## src/logic/pvl_pkg.sv

```systemverilog
/*
 * Constants, field layouts and carrier types for the vendor link status
 * register pair and its serial management slave.
 * Assumes one core clock domain; management pins arrive asynchronously.
 */
package pvl_pkg;

    // ----------------------------------------
    // Register addresses
    // ----------------------------------------
    localparam logic [4:0] REG_CTRL_ADDR = 5'h10;
    localparam logic [4:0] REG_STAT_ADDR = 5'h11;

    // ----------------------------------------
    // Field layout and speed codes
    // ----------------------------------------
    localparam int CTRL_LSB = 10;
    localparam int STAT_LSB = 9;
    localparam logic [1:0] SPD_10 = 2'h0;
    localparam logic [1:0] SPD_100 = 2'h1;
    localparam logic [1:0] SPD_1000 = 2'h2;

    // ----------------------------------------
    // Management frame
    // ----------------------------------------
    localparam logic [1:0] OP_WRITE = 2'h1;
    localparam logic [1:0] OP_READ = 2'h2;
    localparam logic [5:0] PRE_LEN = 6'h20;
    localparam logic [3:0] HDR_LAST = 4'hC;
    localparam logic [3:0] DAT_LAST = 4'hF;
    localparam logic [1:0] STRAP_SETTLE = 2'h2;
    localparam logic [4:0] PHY_ADDR_DEF = 5'h01;

    // Control bits 15:10, msb first
    typedef struct packed {
        logic [1:0] display;
        logic current;
        logic rsvd;
        logic downshift;
        logic heartbeat;
    } pvl_ctrl_type;

    localparam pvl_ctrl_type CTRL_RST = 6'h06;

    // Status bits 15:9, msb first
    typedef struct packed {
        logic link_up;
        logic [1:0] speed;
        logic duplex;
        logic mdix;
        logic sleep;
        logic jabber;
    } pvl_status_type;

    localparam pvl_status_type STAT_RST = 7'h00;

endpackage

```

## src/logic/pvl_regs.sv

```systemverilog
/*
 * Vendor control and link status registers behind a serial management slave.
 * Assumes the management clock is at most a quarter of the core clock and that
 * status inputs and the gigabit failure pulse come from core-clock logic.
 */
`timescale 1ns/10ps
module pvl_regs #(
    parameter logic [4:0] PHY_ADDR = pvl_pkg::PHY_ADDR_DEF
) (
    // Clock and reset
    input wire logic I_CORE_CLK,
    input wire logic I_RSTN,
    // Management pins
    input wire logic I_MDC,
    input wire logic I_MDIO,
    output logic O_MDIO_OUT,
    output logic O_MDIO_OE,
    // Strap and link state
    input wire logic I_LED_MODE_STRAP,
    input wire pvl_pkg::pvl_status_type I_STATUS,
    input wire logic I_GIG_LINK_FAIL,
    // Control outputs
    output pvl_pkg::pvl_ctrl_type O_CTRL,
    output logic O_FALLBACK_100
);

    // ----------------------------------------
    // Synchronisers and snapshots
    // ----------------------------------------
    logic mdc_s1_r, mdc_s2_r, mdc_s3_r, mdio_s1_r, mdio_s2_r;
    logic strap_s1_r, strap_s2_r;
    pvl_pkg::pvl_status_type stat_r;
    logic rise;

    always_ff @(posedge I_CORE_CLK or negedge I_RSTN)
    begin
        if (!I_RSTN)
        begin
            mdc_s1_r <= 1'b0;
            mdc_s2_r <= 1'b0;
            mdc_s3_r <= 1'b0;
            mdio_s1_r <= 1'b1;
            mdio_s2_r <= 1'b1;
            strap_s1_r <= 1'b0;
            strap_s2_r <= 1'b0;
            stat_r <= pvl_pkg::STAT_RST;
        end
        else
        begin
            mdc_s1_r <= I_MDC;
            mdc_s2_r <= mdc_s1_r;
            mdc_s3_r <= mdc_s2_r;
            mdio_s1_r <= I_MDIO;
            mdio_s2_r <= mdio_s1_r;
            strap_s1_r <= I_LED_MODE_STRAP;
            strap_s2_r <= strap_s1_r;
            stat_r <= I_STATUS;
        end
    end

    assign rise = mdc_s2_r & ~mdc_s3_r;

    // Status word; masked while link is down so stale speed never shows
    function automatic logic [15:0] stat_word(input pvl_pkg::pvl_status_type s);
        logic [15:0] w;
        w = 16'h0000;
        w[pvl_pkg::STAT_LSB +: 7] = s;
        w[15:12] = s.link_up ? w[15:12] : 4'h0;
        return w;
    endfunction

    // ----------------------------------------
    // Frame state machine
    // ----------------------------------------
    typedef enum logic [3:0] {
        ST_PRE = 4'h1,
        ST_HDR = 4'h2,
        ST_TA = 4'h4,
        ST_DAT = 4'h8
    } pvl_state_type;

    pvl_state_type state_r, state_nxt;
    logic [5:0] ones_r, ones_nxt;
    logic [3:0] cnt_r, cnt_nxt;
    logic [11:0] hdr_r, hdr_nxt;
    logic [15:0] dat_r, dat_nxt;
    logic rd_r, rd_nxt, is_ctrl_r, is_ctrl_nxt;
    logic out_r, out_nxt, oe_r, oe_nxt;
    logic [12:0] hdr_full;
    logic [15:0] wdata;
    logic commit_ctrl, rd_stat_go;

    assign hdr_full = {hdr_r, mdio_s2_r};
    assign wdata = {dat_r[14:0], mdio_s2_r};

    always_comb
    begin
        state_nxt = state_r;
        ones_nxt = ones_r;
        cnt_nxt = cnt_r;
        hdr_nxt = hdr_r;
        dat_nxt = dat_r;
        rd_nxt = rd_r;
        is_ctrl_nxt = is_ctrl_r;
        out_nxt = out_r;
        oe_nxt = oe_r;
        commit_ctrl = 1'b0;
        rd_stat_go = 1'b0;
        if (rise)
        begin
            case (state_r)
                ST_PRE:
                begin
                    if (mdio_s2_r)
                    begin
                        ones_nxt = (ones_r == pvl_pkg::PRE_LEN) ? ones_r : ones_r + 6'h01;
                    end
                    else
                    begin
                        state_nxt = (ones_r == pvl_pkg::PRE_LEN) ? ST_HDR : ST_PRE;
                        ones_nxt = 6'h00;
                        cnt_nxt = 4'h0;
                    end
                end
                ST_HDR:
                begin
                    hdr_nxt = hdr_full[11:0];
                    cnt_nxt = cnt_r + 4'h1;
                    if (cnt_r == pvl_pkg::HDR_LAST)
                    begin
                        // Only this address; other stations stay silent
                        state_nxt = ST_PRE;
                        cnt_nxt = 4'h0;
                        is_ctrl_nxt = hdr_full[4:0] == pvl_pkg::REG_CTRL_ADDR;
                        if (hdr_full[12] && hdr_full[9:5] == PHY_ADDR)
                        begin
                            if (hdr_full[11:10] == pvl_pkg::OP_WRITE)
                            begin
                                state_nxt = ST_TA;
                                rd_nxt = 1'b0;
                            end
                            else if (hdr_full[11:10] == pvl_pkg::OP_READ
                                     && (is_ctrl_nxt || hdr_full[4:0] == pvl_pkg::REG_STAT_ADDR))
                            begin
                                state_nxt = ST_TA;
                                rd_nxt = 1'b1;
                                rd_stat_go = !is_ctrl_nxt;
                                dat_nxt = is_ctrl_nxt ? {O_CTRL, 10'h000}
                                    : stat_word(stat_r);
                            end
                        end
                    end
                end
                ST_TA:
                begin
                    cnt_nxt = cnt_r + 4'h1;
                    if (cnt_r == 4'h0)
                    begin
                        oe_nxt = rd_r;
                        out_nxt = 1'b0;
                    end
                    else
                    begin
                        state_nxt = ST_DAT;
                        cnt_nxt = 4'h0;
                        out_nxt = dat_r[15];
                    end
                end
                ST_DAT:
                begin
                    cnt_nxt = cnt_r + 4'h1;
                    // Out on reads, in on writes; line value unused while released
                    out_nxt = dat_r[14];
                    dat_nxt = rd_r ? {dat_r[14:0], 1'b0} : wdata;
                    if (cnt_r == pvl_pkg::DAT_LAST)
                    begin
                        state_nxt = ST_PRE;
                        oe_nxt = 1'b0;
                        out_nxt = 1'b0;
                        commit_ctrl = !rd_r && is_ctrl_r;
                    end
                end
                default:
                begin
                    state_nxt = ST_PRE;
                end
            endcase
        end
    end

    always_ff @(posedge I_CORE_CLK or negedge I_RSTN)
    begin
        if (!I_RSTN)
        begin
            state_r <= ST_PRE;
            ones_r <= 6'h00;
            cnt_r <= 4'h0;
            hdr_r <= 12'h000;
            dat_r <= 16'h0000;
            rd_r <= 1'b0;
            is_ctrl_r <= 1'b0;
            out_r <= 1'b0;
            oe_r <= 1'b0;
        end
        else
        begin
            state_r <= state_nxt;
            ones_r <= ones_nxt;
            cnt_r <= cnt_nxt;
            hdr_r <= hdr_nxt;
            dat_r <= dat_nxt;
            rd_r <= rd_nxt;
            is_ctrl_r <= is_ctrl_nxt;
            out_r <= out_nxt;
            oe_r <= oe_nxt;
        end
    end

    assign O_MDIO_OUT = out_r;
    assign O_MDIO_OE = oe_r;

    // ----------------------------------------
    // Control register and fallback
    // ----------------------------------------
    pvl_pkg::pvl_ctrl_type ctrl_r, ctrl_nxt;
    logic [1:0] init_r, init_nxt;
    logic fb_r, fb_nxt;
    logic strap_cap;

    assign strap_cap = init_r == pvl_pkg::STRAP_SETTLE;

    always_comb
    begin
        ctrl_nxt = ctrl_r;
        init_nxt = (init_r == pvl_pkg::STRAP_SETTLE + 2'h1) ? init_r : init_r + 2'h1;
        // Strap sampled only once, after its synchroniser has filled
        if (strap_cap)
        begin
            ctrl_nxt.display[0] = strap_s2_r;
        end
        if (commit_ctrl)
        begin
            ctrl_nxt = wdata[15:pvl_pkg::CTRL_LSB];
        end
        // Failure pulse sets, disable clears; the clear wins in its own cycle
        fb_nxt = ctrl_r.downshift & (fb_r | I_GIG_LINK_FAIL);
    end

    always_ff @(posedge I_CORE_CLK or negedge I_RSTN)
    begin
        if (!I_RSTN)
        begin
            ctrl_r <= pvl_pkg::CTRL_RST;
            init_r <= 2'h0;
            fb_r <= 1'b0;
        end
        else
        begin
            ctrl_r <= ctrl_nxt;
            init_r <= init_nxt;
            fb_r <= fb_nxt;
        end
    end

    assign O_CTRL = ctrl_r;
    assign O_FALLBACK_100 = fb_r;
endmodule

```

## config.mk

```make
export PLATFORM = sky130hd
export DESIGN_NAME = pvl_regs
export DESIGN_NICKNAME = d
export VERILOG_FILES = /design/src/logic/pvl_pkg.sv /design/src/logic/pvl_regs.sv
export SDC_FILE = /design/constraint.sdc
export NUM_CORES = 1
export LEC_CHECK = 0
export BUFFER_PORTS_ARGS = -buffer_cell sky130_fd_sc_hd__buf_4
export CAP_MARGIN = 0
export CORE_AREA = 2 2 82 92
export DETAILED_ROUTE_END_ITERATION = 8
export DIE_AREA = 0 0 84 94
export GPL_TIMING_DRIVEN = 0
export PLACE_DENSITY = 0.65
export SLEW_MARGIN = 20
export SYNTH_ARGS = -nofsm -noshare
export SYNTH_HDL_FRONTEND = slang
export SYNTH_SLANG_ARGS = --single-unit
```

## constraint.sdc

```tcl
create_clock -name I_CORE_CLK -period 1.85 [get_ports I_CORE_CLK]
set_input_delay 0 -clock I_CORE_CLK [delete_from_list [all_inputs] [get_ports I_CORE_CLK]]
set_output_delay 0 -clock I_CORE_CLK [all_outputs]
set_load 0.005 [all_outputs]
```

======== Word-level counts from Yosys, hierarchy flattened ========
Index checks and enable logic that the tools add are counted.
storage, ports and cells
  register bits ........................... 69
  output and inout port bits .............. 9
  word-level logic and storage cells ...... 116
cells by class
  bitwise logic cells ..................... 4
  reduce and logical (&&, ||, !) cells .... 20
  multiplexer cells ....................... 36
  add/subtract/negate cells ............... 3
  equal/unequal tests ..................... 23
operator list
  cell                                                  number
  two-way mux 16 bit                                    5
  two-way mux 4 bit                                     8
  one-hot mux 16 bit (2 select lines)                   1
  one-hot mux 4 bit (4 select lines)                    2
  != test 2 bit (second input constant)                 9
  equality test 4 bit (second input constant)           3
  two-way mux 6 bit                                     2
  two-way mux 1 bit                                     11
  equality test 5 bit (second input constant)           2
  AND reduction 5 bit                                   2
  two-way mux 3 bit                                     3
  AND reduction 3 bit                                   3
  nonzero test 2 bit                                    4
  adder 6 x 1 -> 6 bit (second input constant)          1
  equality test 2 bit (second input constant)           3
  equality test 6 bit (second input constant)           1
  AND reduction 6 bit                                   1
  equality test 5 x 1 -> 1 bit (second input constant)  1
  two-way mux 5 bit                                     1
  adder 4 x 1 -> 4 bit (second input constant)          1
  equality test 4 x 1 -> 1 bit (second input constant)  1
  equality test 4 x 2 -> 1 bit (second input constant)  1
  equality test 4 x 3 -> 1 bit (second input constant)  1
  zero test 4 bit                                       1
  13 further kinds                                      18

======== Logic depth before layout (Yosys ltp) ========
  depth after elaboration ................. 8
  depth in mapped cells ................... 7
  mapped depth without buffers ............ 6

======== Least setup slack after synthesis ========
No wires, ideal clock.
  kind .................................... register to register
  start point ............................. register state_r[1]
  end point ............................... register ctrl_r (netlist bit O_CTRL[0])
  period minus slack after synthesis ...... 1.919 ns
  buffers on the path ..................... 1
  arrival time ............................ 1.794 ns
  slack ................................... -0.069 ns
  stages on the path, launching flop included .. 5
  cell sequence ........................... dfrtp_1 > buf_2 > or4b_4 > nor4_4 > mux2_2
between the ends
  cells in the longest elaborated chain, start to end .. 3
RTL lines
  what                      RTL line         source
  start: declaration        pvl_regs.sv:82   pvl_state_type state_r, state_nxt;
  start signal: assignment  pvl_regs.sv:207  state_r <= state_nxt;
  equality test 4 bit       pvl_regs.sv:111  case (state_r)
  two-way mux 1 bit         pvl_regs.sv:111
  two-way mux 1 bit         pvl_regs.sv:109  if (rise)
  end signal: assignment    pvl_regs.sv:253  ctrl_r <= pvl_pkg::CTRL_RST;
  end signal: assignment    pvl_regs.sv:259  ctrl_r <= ctrl_nxt;
  end: declaration          pvl_regs.sv:225  pvl_pkg::pvl_ctrl_type ctrl_r, ctrl_nxt;
Every way passes these cells.
A chain may end at the register's enable or synchronous reset.

======== Worst setup path in the final report ========
  start point ............................. register state_r[2]
  end point ............................... register state_r[2]
between the ends
  cells in the longest elaborated chain, start to end .. 3
  elaborated cells between the ends (all ways) .. 10
  classes of those cells .................. eq/ne (8); mux (1); reduce/logical (1)
RTL lines
  what                                               RTL line
  equality test 4 bit, or another cell as far along  pvl_regs.sv:111
  != test 2 bit (no source line)                     --
  AND reduction 5 bit (no source line)               --
Several ways; a longest one is shown, not always the timed one.

==> impl_metrics.env <==
export IMPL_status="complete, but fails checks"
export IMPL_violations="negative setup slack"
export IMPL_totalWireLength_um=7491
export IMPL_avgViaCountPerCell=5.645
export IMPL_start_util_pct=45.88
export IMPL_period_needed_ps=1896
export IMPL_synth_fa_ha_area_share_pct=2.362
export IMPL_die_h_um=94
export IMPL_area_delta_synth_final_pct=34.80
export IMPL_vdd_ir_drop_max_mv=0.6074
export IMPL_synth_area_mux_share_pct=10.12
export IMPL_cp_top_family="simple AND/OR/NAND/NOR gates"
export IMPL_yosys_register_bits=69
export IMPL_numCtsBuffers=9
export IMPL_synthTopCellsByArea="dfrtp_1 (50%), mux2_2 (8.9%), dfstp_2 (4.1%)"
export IMPL_final_layout_size_suffix_gt1_share_pct=36.67
export IMPL_cts_tree="yes"
export IMPL_core_um2=6927
export IMPL_crit_start="state_r[2]"
export IMPL_die_area_um2=7896
export IMPL_wire_per_inst_um=16.83
export IMPL_path_clk_slew_ps=70
export IMPL_min_to="stat_r[4]"
export IMPL_synth_top_family_by_area="simple AND/OR/NAND/NOR gates"
export IMPL_grt_pass1_wl_um=12350
export IMPL_vias=2512
export IMPL_numClockSinks=69
export IMPL_synth_warnings=0
export IMPL_power_w=0.003672
export IMPL_maxCapViolCount=0
export IMPL_syn_num_nets=309
export IMPL_synthCells=290
export IMPL_cts_root_buf="clkbuf_8"
export IMPL_ioPinCount=22
export IMPL_setup_ws_ps=-46.38
export IMPL_holdPathStages=2
export IMPL_yosysSeqAreaShare_pct=54.53
export IMPL_hp_class="primary input to register"
export IMPL_avgSynthCellArea_um2=10.96
export IMPL_cp_cell_sequence="buf_6 -> or4b_4 -> or2_4 -> nand3_4 -> mux2_4"
export IMPL_cpPeakStageDelay_ps=510
export IMPL_slew_viol_final=0
export IMPL_crit_fanout=6
export IMPL_cp_end_kind="register"
export IMPL_tightestPinTransition_ps=860.3
export IMPL_cpMaxStageDelayCell="or4b_4"
export IMPL_antenna_left=0
export IMPL_synth_cell_types=45
export IMPL_fp_row_count=32
export IMPL_yosysTopAreaCell="dfrtp_1"
export IMPL_gp_congestion=0.7974
export IMPL_cts_htree_levels=3
export IMPL_cp_buffers_inverters=1
export IMPL_grt_max_degree=70
export IMPL_final_hold_viol_count=0
export IMPL_worstSkewPairLatency_ps=350
export IMPL_fin_crit_sh_pct=102.5
export IMPL_fin_skew_ps=13.28
export IMPL_fp_dieW_um=84
export IMPL_r2r_end="state_r[2]"
export IMPL_syn_area_um2=3178
export IMPL_cp_start_kind="register"
export IMPL_maxSlewHeadroom_pct=42.64
export IMPL_fmaxAchievable_mhz=527.3
export IMPL_antenna_found_initial=0
export IMPL_synth_xor_area_share_pct=0.5512
export IMPL_setup_violations=11
export IMPL_drtIter0Drc=124
export IMPL_power_density_nw_per_um2=857.0
export IMPL_hold_start="I_STATUS[4]"
export IMPL_placed_area_um2=3478
export IMPL_path_class="register to register"
export IMPL_first_pass_iters=4
export IMPL_timing_reg2reg_setup_slack_ps=-50
export IMPL_r2r_cells=5
export IMPL_ys_flop_type="dfrtp_1"
export IMPL_synth_compound_area_share_pct=12.56
export IMPL_rsz0062_at_grt="yes"
export IMPL_cp_arrival_ps=2130
export IMPL_fill_cells=543
export IMPL_synth_edff_count=0
export IMPL_grtUsageTotal_pct=19.83
export IMPL_clockBufferDepth=2
export IMPL_synthArstFlopShare_pct=100.0
export IMPL_remaining_drc_errors=0
export IMPL_io_buffers=21
export IMPL_reg2reg_from="state_r[2]"
export IMPL_cp_required_ps=2090
export IMPL_antenna_cells=0
export IMPL_fin_area_um2=4284
export IMPL_synthSimpleGateAreaFrac_pct=17.01
export IMPL_grt_ovfl_total=0
export IMPL_nets=374
export IMPL_p_leak_nw=1.917
export IMPL_synth_top_area_share_pct=50.39
export IMPL_grt_pass1_vias=2595
export IMPL_hpwlAfterDp_um=4377
[routing by layer]
layer  share of wire [%]  vias to the layer above  track usage (%)
met1                  44                     1274            25.40
li1                    -                     1183                -
met2                  51                       44            33.00
met4                 1.7                        0            9.140
met5                   0                        -                0
met3                 3.3                       11            3.427
[through the flow]
step | TNS, ps | instances | hold slack (ps) | worst slack [ps] | utilization (%)
floorplan | 0 | 290 | -295.6 | 9.815 | -
global placement | -5451 | 396 | 108.3 | -279.7 | 50.22
detailed placement | -5623 | 396 | 110.5 | -278.7 | 50.22
CTS | -493.8 | 439 | 283.5 | -61.26 | 59.52
global route | -1811 | 445 | 294.8 | -90.74 | 61.85
finish | -212.4 | 445 | 293.0 | -46.38 | 61.85
[where the power goes]
part           internal (W)  total [W]  switching [W]  leakage (nW)
combinational      0.000144   0.000323       0.000179         0.887
clock               0.00111    0.00170       0.000588         0.140
sequential          0.00157    0.00165      0.0000754         0.890
[worst max-delay path by stage]
stage,to,depth (start not counted)
3_5_place_dp,dat_r[14],4
2_1_floorplan,state_r[1],6
6_report,state_r[2],5
3_3_place_gp,dat_r[12],4
4_1_cts,O_CTRL[3],5
5_1_grt,state_r[2],6
[sequential cells by signal, summed over array words and instances (netlist names), 2 cells and up]
register	cells
O_CTRL	6
cnt_r	4
dat_r	16
hdr_r	12
init_r	2
ones_r	6
stat_r	7
state_r	4
[what timing repair did]
| item | CTS | global route |
|---|---|---|
| pin swaps | 6 | 10 |
| hold buffers | 12 | 0 |
| gates resized for setup | 30 | 30 |
| setup buffers | 18 | 7 |
| endpoints found under the setup margin | 41 | 41 |
| gates cloned | 0 | 0 |
| hold endpoints to repair | 75 | 0 |
[final cells by class]
cell class / count / area [µm²] / area share, %
clock buffer: 11 / 151.4 / 3.534
tap: 85 / 106.4 / 2.482
buffer: 8 / 55.05 / 1.285
inverter: 11 / 41.29 / 0.9638
clock inverter: 5 / 128.9 / 3.008
sequential: 69 / 1735 / 40.51
timing repair buffer: 58 / 489.2 / 11.42
multi-input combinational: 198 / 1577 / 36.80
[kinds of logic after synthesis]
| group | count (synthesis) |
|---|---|
| compound gates | 65 |
| buf+inv | 23 |
| flops | 69 |
| xor+xnor | 2 |
| mux | 29 |
| fa+ha+maj | 6 |
| simple gates | 96 |
[synthesized netlist by cell type, types with 2 or more instances]
cell type   n
nor4b_1     3
and2_1      2
xnor2_1     2
o211ai_1    8
a31oi_1    11
mux2_2     25
buf_2       4
nor4b_2     3
o21ai_0    23
a21oi_1     7
nor3_1      2
nand3_1    16
nor2b_1     3
dfstp_2     5
nand2_1    33
mux2i_1     4
nor2_1     14
nor4_1      3
o21a_1      3
nand2b_1    4
dfrtp_1    64
or4b_2      3
o22ai_1     4
inv_1      11
clkbuf_1    8
ha_1        6
[cell usage in the layout (no fill, tap or decap), types with 3 or more instances in the layout]
master | Yosys | routed
clkbuf_1 | 8 | 3
a21oi_2 | 0 | 4
o211ai_1 | 8 | 8
buf_4 | 0 | 42
mux2_4 | 0 | 13
nand3_1 | 16 | 15
o21a_1 | 3 | 3
inv_1 | 11 | 10
dfstp_2 | 5 | 5
mux2_2 | 25 | 12
or4b_4 | 1 | 5
nor4_2 | 0 | 3
a21oi_1 | 7 | 3
nor4b_4 | 0 | 4
o21ai_0 | 23 | 21
clkbuf_8 | 0 | 11
nor2b_1 | 3 | 3
buf_6 | 0 | 6
dlygate4sd3_1 | 0 | 12
mux2i_1 | 4 | 4
a31oi_1 | 11 | 11
o22ai_1 | 4 | 3
ha_1 | 6 | 5
dfrtp_1 | 64 | 62
nand2_1 | 33 | 31
bufinv_16 | 0 | 4
nand2b_1 | 4 | 4
nor2_1 | 14 | 13
(Power assumes the default switching activity.)
